$ cat config.mk
export PLATFORM = sky130hd
export DESIGN_NAME = rtcsa_top
export DESIGN_NICKNAME = d
export VERILOG_FILES = /design/src/logic/rtcsa_pkg.sv /design/src/logic/rtcsa_top.sv /design/src/logic/rtcsa_cal.sv
export SDC_FILE = /design/constraint.sdc
export NUM_CORES = 1
export LEC_CHECK = 0
export ABC_AREA = 1
export BUFFER_PORTS_ARGS = -buffer_cell sky130_fd_sc_hd__buf_4
export CELL_PAD_IN_SITES_DETAIL_PLACEMENT = 1
export CELL_PAD_IN_SITES_GLOBAL_PLACEMENT = 1
export CORE_ASPECT_RATIO = 0.6
export CORE_MARGIN = 8
export CORE_UTILIZATION = 39
export CTS_CLUSTER_SIZE = 40
export DETAILED_ROUTE_END_ITERATION = 10
export MAX_ROUTING_LAYER = met4
export PLACE_DENSITY = 0.86
export SLEW_MARGIN = 20
export SYNTH_ARGS = -nofsm -noshare
export SYNTH_HDL_FRONTEND = slang
export SYNTH_SLANG_ARGS = --single-unit
$ cat constraint.sdc
create_clock -name pclk -period 2.4 [get_ports pclk]
set_input_delay 0.36 -clock pclk [delete_from_list [all_inputs] [get_ports pclk]]
set_output_delay 0.36 -clock pclk [all_outputs]
set_load 0.03 [all_outputs]
$ cat src/logic/rtcsa_pkg.sv
// Package for the real-time clock shadow, alarm and status block.
// Assumes a single APB clock domain; the timekeeping tick is derived inside.
package rtcsa_pkg;
  // ==========================================================================
  // Register map (printed offsets are not all word aligned: these are indices)
  localparam logic [15:0] IDX_CTRL = 16'h2890;
  localparam logic [15:0] IDX_SUBSEC = 16'h2892;
  localparam logic [15:0] IDX_SEC = 16'h2893;
  localparam logic [15:0] IDX_MIN = 16'h2894;
  localparam logic [15:0] IDX_HR = 16'h2895;
  localparam logic [15:0] IDX_DAY = 16'h2896;
  localparam logic [15:0] IDX_DATE = 16'h2897;
  localparam logic [15:0] IDX_MO = 16'h2898;
  localparam logic [15:0] IDX_YR = 16'h2899;
  localparam logic [15:0] IDX_TMIN = 16'h289e;
  localparam logic [15:0] IDX_THR = 16'h289f;
  localparam logic [15:0] IDX_STAT = 16'h28a0;
  // ==========================================================================
  // Control register fields
  localparam int BIT_FAIL = 4;
  localparam int BIT_ALARM = 5;
  localparam int BIT_RDFRZ = 6;
  localparam int BIT_WRHOLD = 7;
  // Status register fields
  localparam int BIT_MATCH = 0;
  localparam int BIT_ERRINJ = 1;
  // ==========================================================================
  // Timing
  localparam int CLK_HZ = 125_000_000;
  localparam int SUBSEC_HZ = 256;
  localparam int TICK_DIV = CLK_HZ / SUBSEC_HZ;
  localparam int TICK_DIV_BITS = 20;
  // Reset values of the calendar and of the alarm targets.
  localparam logic [5:0] RST_SEC = 6'h00;
  localparam logic [5:0] RST_MIN = 6'h00;
  localparam logic [4:0] RST_HR = 5'h00;
  localparam logic [2:0] RST_DAY = 3'h1;
  localparam logic [4:0] RST_DATE = 5'h01;
  localparam logic [3:0] RST_MO = 4'h1;
  localparam logic [7:0] RST_YR = 8'h00;
  localparam logic [5:0] RST_TMIN = 6'h00;
  localparam logic [4:0] RST_THR = 5'h00;
  // ==========================================================================
  // Calendar time.
  typedef struct packed {
    logic [5:0] sec;
    logic [5:0] mins;
    logic [4:0] hrs;
    logic [2:0] day;
    logic [4:0] date;
    logic [3:0] mo;
    logic [7:0] yr;
  } rtcsa_time_t;
  localparam rtcsa_time_t RST_TIME = '{RST_SEC, RST_MIN, RST_HR, RST_DAY, RST_DATE, RST_MO, RST_YR};
endpackage

$ cat src/logic/rtcsa_top.sv
// Real-time clock shadow, alarm and status registers behind an APB slave.
// Assumes one 125 MHz clock; the timekeeping tick of 1/256 s is made here.
//
// The implementer's own choice: the APB slave port.
`timescale 1ns/1ps
`default_nettype none
module rtcsa_top (
  // APB clock and reset
  input wire logic pclk,
  input wire logic presetn,
  // APB request
  input wire logic psel,
  input wire logic penable,
  input wire logic pwrite,
  input wire logic [17:0] paddr,
  input wire logic [31:0] pwdata,
  input wire logic [3:0] pstrb,
  // APB answer
  output logic [31:0] prdata,
  output logic pready,
  output logic pslverr,
  // Alarm event, one cycle per match
  output logic alarm_pulse
);
  import rtcsa_pkg::*;
  // ==========================================================================
  // State
  rtcsa_time_t counters;
  rtcsa_time_t shadow;
  logic [TICK_DIV_BITS-1:0] div_cnt;
  logic [7:0] subsecond_remaining;
  logic clock_count_failure_flag;
  logic shadow_read_freeze;
  logic write_hold;
  logic alarm_seen;
  logic match_d;
  logic err_inject;
  logic [5:0] alarm_target_minutes;
  logic [4:0] alarm_target_hours;
  logic pending_copy;
  // ==========================================================================
  // Address decode
  wire logic [15:0] idx = paddr[17:2];
  wire logic access = psel && penable;
  wire logic wr = access && pwrite && pstrb[0];
  wire logic [7:0] wb = pwdata[7:0];
  wire logic hit_ctrl = idx == IDX_CTRL;
  wire logic hit_sec = idx == IDX_SEC;
  wire logic hit_min = idx == IDX_MIN;
  wire logic hit_hr = idx == IDX_HR;
  wire logic hit_day = idx == IDX_DAY;
  wire logic hit_date = idx == IDX_DATE;
  wire logic hit_mo = idx == IDX_MO;
  wire logic hit_yr = idx == IDX_YR;
  wire logic hit_time = hit_sec || hit_min || hit_hr || hit_day || hit_date || hit_mo || hit_yr;
  // Unmapped indices answer with an error and never write anything.
  wire logic mapped = hit_ctrl || hit_time || idx == IDX_SUBSEC || idx == IDX_TMIN
    || idx == IDX_THR || idx == IDX_STAT;
  // ==========================================================================
  // Timekeeping tick (256 Hz) and one-second strobe
  wire logic tick = div_cnt == TICK_DIV_BITS'(TICK_DIV - 1);
  wire logic sec_step = tick && subsecond_remaining == 8'h01;
  rtcsa_time_t cal_next;
  logic cal_bad;
  rtcsa_cal u_cal (
    .cur(counters),
    .nxt(cal_next),
    .bad(cal_bad)
  );
  // An out-of-range time is caught only at a second step, and the counters then hold
  // so that the bad value stays visible to software.
  // count error detect
  wire logic count_err = (sec_step && cal_bad) || err_inject;
  // The copy waits for a tick so that a load never lands inside a sub-second step.
  // copy on next tick after hold release
  wire logic do_copy = pending_copy && !write_hold && tick;
  // The comparison uses the running counters, not the shadow, so that a frozen
  // shadow cannot hide a match.
  // hour and minute comparison
  wire logic match_now = counters.mins == alarm_target_minutes
    && counters.hrs == alarm_target_hours;
  // The shadow stops tracking the counters for a freeze request, a held write or a
  // pending copy; software sees all three as a frozen shadow.
  // read-freeze reads back the real shadow status
  wire logic shadow_frozen = shadow_read_freeze || write_hold || pending_copy;
  // ==========================================================================
  // Read mux
  wire logic [7:0] rd_ctrl = {write_hold, shadow_frozen, alarm_seen, clock_count_failure_flag,
    4'h0};
  wire logic [7:0] rd_time = hit_sec ? {2'b00, shadow.sec} :
    hit_min ? {2'b00, shadow.mins} :
    hit_hr ? {3'b000, shadow.hrs} :
    hit_day ? {5'b00000, shadow.day} :
    hit_date ? {3'b000, shadow.date} :
    hit_mo ? {4'h0, shadow.mo} : shadow.yr;
  wire logic [7:0] rd_byte = hit_ctrl ? rd_ctrl :
    idx == IDX_SUBSEC ? subsecond_remaining :
    hit_time ? rd_time :
    idx == IDX_TMIN ? {2'b00, alarm_target_minutes} :
    idx == IDX_THR ? {3'b000, alarm_target_hours} :
    idx == IDX_STAT ? {6'h00, err_inject, match_d} : 8'h00;
  // ==========================================================================
  // APB answer: one wait state, registered outputs.
  // Registering the answer keeps every output on a flop; the price is one wait state
  // on every transfer.
  always_ff @(posedge pclk or negedge presetn) begin
    if (!presetn) begin
      pready <= 1'b0;
      prdata <= 32'h0;
      pslverr <= 1'b0;
    end else begin
      pready <= psel && penable && !pready;
      prdata <= (access && !pwrite && !pready) ? {24'h0, rd_byte} : 32'h0;
      pslverr <= access && !pready && !mapped;
    end
  end
  // Writes take effect at the completing edge only.
  wire logic wr_go = wr && pready && mapped;
  wire logic wr_ctrl = wr_go && hit_ctrl;
  // ==========================================================================
  // Divider and sub-second countdown
  // The divider drops the fraction of the clock over 256, so the second runs slightly
  // fast; trimming against a reference is left to the software.
  always_ff @(posedge pclk or negedge presetn) begin
    if (!presetn) begin
      div_cnt <= '0;
      subsecond_remaining <= 8'h00;
    end else begin
      div_cnt <= tick ? '0 : div_cnt + 1'b1;
      if (tick) begin
        subsecond_remaining <= subsecond_remaining - 8'h01;
      end
    end
  end
  // ==========================================================================
  // Counters, shadow and control
  always_ff @(posedge pclk or negedge presetn) begin
    if (!presetn) begin
      counters <= RST_TIME;
      shadow <= RST_TIME;
      write_hold <= 1'b0;
      shadow_read_freeze <= 1'b0;
      pending_copy <= 1'b0;
    end else begin
      if (do_copy) begin
        counters <= shadow;
      end else if (sec_step && !cal_bad) begin
        counters <= cal_next;
      end
      if (wr_ctrl) begin
        write_hold <= wb[BIT_WRHOLD];
        shadow_read_freeze <= wb[BIT_RDFRZ];
      end
      // The pending flag keeps the shadow from tracking the counters until the copy
      // has landed, or the time that software wrote would be lost.
      // remember a hold release
      if (wr_ctrl && write_hold && !wb[BIT_WRHOLD]) begin
        pending_copy <= 1'b1;
      end else if (do_copy) begin
        pending_copy <= 1'b0;
      end
      // A time write lands in the shadow only; the counters see it after a copy.
      // software sets the time fields through the shadow
      if (wr_go && hit_time) begin
        if (hit_sec) shadow.sec <= wb[5:0];
        if (hit_min) shadow.mins <= wb[5:0];
        if (hit_hr) shadow.hrs <= wb[4:0];
        if (hit_day) shadow.day <= wb[2:0];
        if (hit_date) shadow.date <= wb[4:0];
        if (hit_mo) shadow.mo <= wb[3:0];
        if (hit_yr) shadow.yr <= wb;
      end else if (!shadow_read_freeze && !write_hold && !pending_copy) begin
        // shadow follows counters only while not frozen
        shadow <= counters;
      end
    end
  end
  // ==========================================================================
  // Flags, targets and alarm event
  always_ff @(posedge pclk or negedge presetn) begin
    if (!presetn) begin
      clock_count_failure_flag <= 1'b0;
      alarm_seen <= 1'b0;
      match_d <= 1'b0;
      alarm_pulse <= 1'b0;
      err_inject <= 1'b0;
      alarm_target_minutes <= RST_TMIN;
      alarm_target_hours <= RST_THR;
    end else begin
      // A count error in the cycle of a clearing write wins, so no error is lost.
      // set wins over the clear
      if (count_err) begin
        clock_count_failure_flag <= 1'b1;
      end else if (wr_ctrl && !wb[BIT_FAIL]) begin
        clock_count_failure_flag <= 1'b0;
      end
      if (wr_go && idx == IDX_TMIN) alarm_target_minutes <= wb[5:0];
      if (wr_go && idx == IDX_THR) alarm_target_hours <= wb[4:0];
      err_inject <= wr_go && idx == IDX_STAT && wb[BIT_ERRINJ];
      match_d <= match_now;
      // one event on the rising edge of the match
      alarm_pulse <= match_now && !match_d;
      // The sticky alarm bit also lets a new match win over a clearing write.
      if (match_now && !match_d) begin
        alarm_seen <= 1'b1;
      end else if (wr_ctrl && !wb[BIT_ALARM]) begin
        alarm_seen <= 1'b0;
      end
    end
  end
endmodule
`default_nettype wire

$ cat src/logic/rtcsa_cal.sv
// Calendar advance: the time one second later.
// Assumes plain binary fields within their documented ranges.
`timescale 1ns/1ps
`default_nettype none
module rtcsa_cal (
  // Present time
  input wire rtcsa_pkg::rtcsa_time_t cur,
  // Time one second on
  output rtcsa_pkg::rtcsa_time_t nxt,
  // Set when the present time lies outside its valid ranges
  output logic bad
);
  import rtcsa_pkg::*;
  // ==========================================================================
  // Month length
  function automatic logic [4:0] month_days(input logic [3:0] mo, input logic [7:0] yr);
    logic [4:0] d;
    d = 5'd31;
    if (mo == 4'd4 || mo == 4'd6 || mo == 4'd9 || mo == 4'd11) begin
      d = 5'd30;
    end else if (mo == 4'd2) begin
      d = (yr[1:0] == 2'b00) ? 5'd29 : 5'd28;
    end
    return d;
  endfunction
  wire logic [4:0] mdays = month_days(cur.mo, cur.yr);
  wire logic sec_wrap = cur.sec >= 6'd59;
  wire logic min_wrap = sec_wrap && cur.mins >= 6'd59;
  wire logic hr_wrap = min_wrap && cur.hrs >= 5'd23;
  wire logic date_wrap = hr_wrap && cur.date >= mdays;
  wire logic mo_wrap = date_wrap && cur.mo >= 4'd12;
  assign bad = cur.sec > 6'd59 || cur.mins > 6'd59 || cur.hrs > 5'd23 || cur.day == 3'd0
    || cur.date == 5'd0 || cur.date > mdays || cur.mo == 4'd0 || cur.mo > 4'd12
    || cur.yr > 8'd99;
  always_comb begin
    nxt = cur;
    nxt.sec = sec_wrap ? 6'd0 : cur.sec + 6'd1;
    if (sec_wrap) begin
      nxt.mins = min_wrap ? 6'd0 : cur.mins + 6'd1;
    end
    if (min_wrap) begin
      nxt.hrs = hr_wrap ? 5'd0 : cur.hrs + 5'd1;
    end
    if (hr_wrap) begin
      nxt.day = (cur.day >= 3'd7) ? 3'd1 : cur.day + 3'd1;
      nxt.date = date_wrap ? 5'd1 : cur.date + 5'd1;
    end
    if (date_wrap) begin
      nxt.mo = mo_wrap ? 4'd1 : cur.mo + 4'd1;
    end
    if (mo_wrap) begin
      nxt.yr = (cur.yr >= 8'd99) ? 8'd0 : cur.yr + 8'd1;
    end
  end
endmodule
`default_nettype wire

==> reports/qor.yml, run 1 <==
status: "complete, but fails checks"
violations: "negative setup slack"
cp_num_buf_inv: 4
wl_um: 33600
portBuffers: 40
grt_pass1_vias: 9102
synth_xor_area_share_pct: 3.77
power_leakage_nw: 5.40
synthCells: 1151
synth_commonest_cells: "325 x nand2_1, 161 x inv_1, 125 x dfrtp_1, 97 x o21ai_0, 79 x nor2_1"
diodes: 0
cts_max_level: 4
overflow: 0
drt_first_iter_violations: 711
dieArea_um2: 26600
place.gp.congestion: 0.926
powerDensity_nw_per_um2: 497
cts_sinks: 131
setup_viol: 38
async_flop_share_pct: 100
path_common_cell: "a21oi_2"
crit_family: "compound AO/OA/AOI/OAI gates"
critPathKind: "reg -> reg"
final.min_clock_period_ps: 2750
cts_root_buffer: "clkbuf_16"
synth_top_area_share_pct: 37.4
max_stage_delay_ps: 550
stdcell_count: 1569
synth_area_um2: 8370
drt-wirelength-per-cell_um: 21.4
detail_route.first_pass.iterations: 5
yosys_register_bits: 131
synth_fa_ha_area_share_pct: 2.99
die_w_um: 205
cts_tree: "yes"
fin_ws_ps: -355
post-route-drc-count: 0
dpl.cell_count: 1523
crit_fanout: 5
numCtsBuffers: 17
antenna_found_initial: 0
ys_seq_area_share_pct: 39.2
synthFlopType: "dfrtp_1"
synth_compound_area_share_pct: 12.2
skew_ps: 12.1
avgViaCountPerCell: 5.60
critPathRequiredTime_ps: 2760
critPathArrivalTime_ps: 3110
final_net_count: 1357
min_path_type: "in -> reg"
synthMuxAreaShare_pct: 0
area_growth_pct: 24.9
whs_ps: 202
grt_max_degree: 52
clk_latency_ps: 440
slew_viol_final: 0
rsz0062_at_grt: "true"
grt_first_pass_wirelength_um: 51800
synth_cell_types: 47
tightestPinTransition_ps: 833
synth_top_family_by_area: "simple AND/OR/NAND/NOR gates"
die_h_um: 129
synth.avg_cell_area_um2: 7.27
crit_path_end_kind: "flip-flop"
start_util_pct: 39.8
min_period_over_period_pct: 115
startpoint_type: "flip-flop"
yosys_warnings: 0
crit_slowest_cell: "dfstp_2"
drv_cap: 0
post-route-util_pct: 49.7
synth_enable_flop_cells: 0
yosys.area.top_type: "dfrtp_1"
antenna_left: 0
fin_setup_tns_ps: -10300
yosysMostFrequentCell: "nand2_1"
peakVddDrop_mv: 0.504
slew-limit-headroom_pct: 44.0
vias: 8784
hold_viol_final: 0
synth_simple_gate_area_share_pct: 30.5
fmax_mhz: 363
dpl.hpwl_um: 23100
core_um2: 21000
row_count: 41
grt_usage_pct: 25.9
drive_above_1_share_pct: 21.7
path_cells: "inv_4, ha_4, o21ai_2, nand2_1, a21oi_2, ha_2, inv_2, a21oi_2, inv_2, nand3_2, o21ai_2, nor2_2, nand2_2, o21ai_4, buf_6, nand2_8, a21oi_2"
synth.area.top_cells: "dfrtp_1 37%, nand2_1 15%, inv_1 7.2%"
io_pins: 94
cts_buffer_depth: 2
clkTransAtPathRegs_ps: 60
## placed cells by master (no fill, tap or decap), types with 6 or more instances in the layout
| cell | instances |
|---|---|
| a21oi_1 | 32 |
| a21oi_2 | 6 |
| buf_4 | 110 |
| buf_6 | 10 |
| clkbuf_16 | 17 |
| conb_1 | 24 |
| dfrtp_1 | 125 |
| dfstp_2 | 6 |
| ha_1 | 16 |
| inv_1 | 156 |
| inv_2 | 9 |
| nand2_1 | 309 |
| nand2_2 | 22 |
| nand2_4 | 15 |
| nand3_1 | 54 |
| nand3_2 | 10 |
| nand4_1 | 13 |
| nor2_1 | 72 |
| nor2_2 | 6 |
| nor2_4 | 8 |
| nor3_1 | 26 |
| nor3_2 | 8 |
| nor4_1 | 7 |
| o211ai_1 | 7 |
| o21ai_0 | 86 |
| o21ai_1 | 26 |
| o21ai_2 | 12 |
| xnor2_1 | 9 |
| xor2_1 | 27 |
## worst min-delay path: stages
cell	delay, ps
buf_4	120
nand2_1	60
nand2_1	60
## flip-flops by register name (all words and copies together) (netlist names)
register	count
shadow_read_freeze	1
div_cnt	20
alarm_target_minutes	6
pslverr	1
err_inject	1
alarm_pulse	1
pending_copy	1
prdata	8
clock_count_failure_flag	1
pready	1
subsecond_remaining	8
match_d	1
shadow	37
write_hold	1
alarm_target_hours	5
counters	37
alarm_seen	1
## routing by layer
layer	up-vias	wire length [um]	GRT usage, %
met5	-	0	-
met1	4379	14800	34.3
met4	0	1100	8.04
met3	112	2710	5.76
met2	395	14900	39.0
li1	3898	-	-
## timing repair
action	in CTS	in global routing
endpoints found under the hold margin	45	0
resized for setup	49	50
pin swaps	14	27
cloned	2	1
setup buffers	9	4
hold buffers	1	0
endpoints found under the setup margin	38	40
## power breakdown
group	switching, mW	internal, mW
registers	0.00100	2.21
logic	0.162	0.0541
clock network	1.11	1.66
## final timing paths
kind / end / slack, ps / start / cells past startpoint
hold reg to reg: div_cnt[0] / 470 / div_cnt[0] / 1
setup reg to reg: counters[23] / -350 / counters[8] / 17
min in group asynchronous: counters[4] / 450 / presetn / 2
setup / recovery: counters[23] / -350 / counters[8] / 17
max in group asynchronous: shadow[17] / 1240 / presetn / 3
hold / removal: alarm_target_minutes[5] / 200 / pwdata[5] / 3
## logic make-up (layout without fill, tap and decap cells)
group / after synthesis / in the layout
and+or+nand+nor: 565 / 567
buffers and inverters: 210 / 323
other: 1 / 24
adders and majority gates: 20 / 20
AOI/OAI and AO/OA: 188 / 189
DFF: 131 / 131
xor gates and xnor gates: 36 / 36
## cell type report
class,instances,area (um2)
Sequential cell,131,3290
Timing Repair Buffer,124,1000
Clock inverter,12,156
Fill cell,2661,10600
Clock buffer,19,443
Inverter,168,638
Multi-Input combinational cell,836,4580
Tap cell,279,349
## per-stage QoR
step           setup WS (ps)  area, um2  total power, mW
6_report                -355      10500             5.20
5_1_grt                 -456      10500             5.34
4_1_cts                 -248      10200             5.20
3_5_place_dp            -291       9380             2.46
3_3_place_gp            -217       9380             2.46
2_1_floorplan           3.62       8480             2.37
Power figures use the tool's default switching activity.
==> run 2: changes to the inputs <==
- CORE_UTILIZATION: 39 -> 40
- CTS_BUF_LIST: default -> sky130_fd_sc_hd__clkbuf_4
- PLACE_DENSITY: 0.86 -> 0.87
==> run 2 against run 1 <==
The flow still finishes with violations (negative setup slack). Clock-buffer cell count is 1 lower. Wire length down 8.0%. Total power down 21%. First-iteration DRC count decreased by 1.3%.
==> reports/qor.yml, run 2 (synthesized netlist as in run 1, its figures left out) <==
critPathKind: "reg -> reg"
final_net_count: 1351
crit_slowest_cell: "dfstp_2"
clk_latency_ps: 600
min_to: "alarm_target_hours[0]"
setup_viol: 36
avgViaCountPerCell: 5.37
row_count: 41
power_leakage_nw: 5.28
die_h_um: 128
p_seq_share_pct: 53.9
wl_um: 30900
die_w_um: 203
r2r-end: "counters[21]"
core_um2: 20800
status: "complete, but fails checks"
fin_ws_ps: -208
cts_buffer_depth: 2
area_growth_pct: 21.3
crit_family: "compound AO/OA/AOI/OAI gates"
multi_input_area_um2: 4560
skew_ps: 25.8
cp_num_buf_inv: 3
mostFrequentLayoutCell: "nand2_1"
hp-start: "pwdata[0]"
grt_first_pass_wirelength_um: 48100
fmax_mhz: 383
biggestRegsByFlops: "counters: 37 flops, shadow: 37 flops, div_cnt: 20 flops"
path_cells: "inv_4, ha_4, o21ai_2, nand2_1, a21oi_2, ha_2, inv_2, a21oi_2, inv_2, nand3_2, o21ai_2, nor2_4, nand2_2, o21ai_4, nand2_4, nor2_1, a21oi_1"
hold_viol_final: 0
place.gp.congestion: 0.933
regArea_um2: 3290
cts_tree: "yes"
clkPwrFrac_pct: 40.6
drive_above_1_share_pct: 21.2
rsz0062_at_grt: "true"
power.internal_mw: 3.00
max_stage_delay_ps: 570
overflow: 0
switchingPower_mw: 1.10
fin_area_um2: 10200
reg2reg_slack_ps: -210
slew_viol_final: 0
post-route-drc-count: 0
portBuffers: 40
crit-reg2reg-launch: "counters[8]"
diodes: 0
final_cell_mix: "302 x nand2_1, 157 x inv_1, 125 x dfrtp_1"
detail_route.first_pass.iterations: 6
grt_pass1_vias: 8624
cts_sinks: 131
drt-wirelength-per-cell_um: 19.8
critPathArrivalTime_ps: 3110
post_dp_cell_area_um2: 9310
numCtsBuffers: 17
crit_fanout: 5
cts_max_level: 4
cts_root_buffer: "clkbuf_4"
drt_first_iter_violations: 702
dpl.hpwl_um: 23100
min_path_type: "in -> reg"
violations: "negative setup slack"
n_fill_cell: 2653
final.min_clock_period_ps: 2610
hold_depth: 3
clkTransAtPathRegs_ps: 130
p_total_mw: 4.10
grt_usage_pct: 24.4
startpoint_type: "flip-flop"
post-route-util_pct: 48.9
antenna_left: 0
vias: 8391
antenna_found_initial: 0
combinationalPowerShare_pct: 5.5
p_sw_share_pct: 26.8
dieArea_um2: 26000
powerDensity_nw_per_um2: 404
crit_path_end_kind: "flip-flop"
peakVddDrop_mv: 0.263
critPathRequiredTime_ps: 2900
start_util_pct: 40.3
min_period_over_period_pct: 109
grt_max_degree: 48
drv_cap: 0
r2r_cells: 17
io_pins: 94
-- run 2: cell type report --
cell class | instances | area share (%)
Tap cell | 279 | 3.44
Sequential cell | 131 | 32.4
Clock inverter | 13 | 1.59
Multi-Input combinational cell | 834 | 45.0
Clock buffer | 18 | 1.33
Inverter | 168 | 6.29
Timing Repair Buffer | 120 | 10.0
-- run 2: power by group through the flow --
stage	sequential (mW)	clock [mW]	combinational [mW]
2_1_floorplan	2.26	0	0.110
3_3_place_gp	2.25	0	0.205
3_5_place_dp	2.25	0	0.211
4_1_cts	2.21	1.69	0.221
5_1_grt	2.21	1.77	0.245
6_report	2.21	1.66	0.224
-- run 2: metal layers --
layer  share of wire, %  track usage [%]  up-vias
li1                   -                -     3897
met1                 46             32.8     4197
met2                 45             35.8      245
met3                7.1             6.81       52
met4                1.8             6.07        0
met5                  0                -        -
-- run 2: per-stage QoR --
stage	setup TNS, ps	cells	hold WS, ps	setup slack, ps
floorplan	0	1174	64.4	3.62
global placement	-5010	1514	332	-216
detailed placement	-8790	1514	337	-332
CTS	-4590	1557	6.17	-188
global route	-8510	1563	20.1	-315
finish	-4290	1563	72.9	-208
-- run 2: worst register-to-register path: stages (launching register included) --
cell and delay, ps:
dfstp_2 570, inv_4 60, ha_4 160, o21ai_2 130, nand2_1 90, a21oi_2 130
ha_2 180, inv_2 30, a21oi_2 120, inv_2 50, nand3_2 80, o21ai_2 70
nor2_4 140, nand2_2 110, o21ai_4 270, nand2_4 150, nor2_1 130, a21oi_1 50
-- run 2: worst max path at each step --
stage                      from            to  slack (ps)  cells after the start
global placement    counters[8]   counters[2]        -220                     15
detailed placement  counters[8]   counters[2]        -330                     14
floorplan           counters[8]  counters[20]           4                     17
finish              counters[8]  counters[21]        -210                     17
CTS                 counters[8]  counters[10]        -190                     17
global route        counters[8]  counters[10]        -320                     17
-- run 2: repair_timing --
item / CTS / global route
setup buffers: 6 / 6
endpoints found under the setup margin: 36 / 41
pin swaps: 15 / 22
cloned: 0 / 1
endpoints found under the hold margin: 45 / 1
hold buffers: 7 / 1
resized for setup: 47 / 54
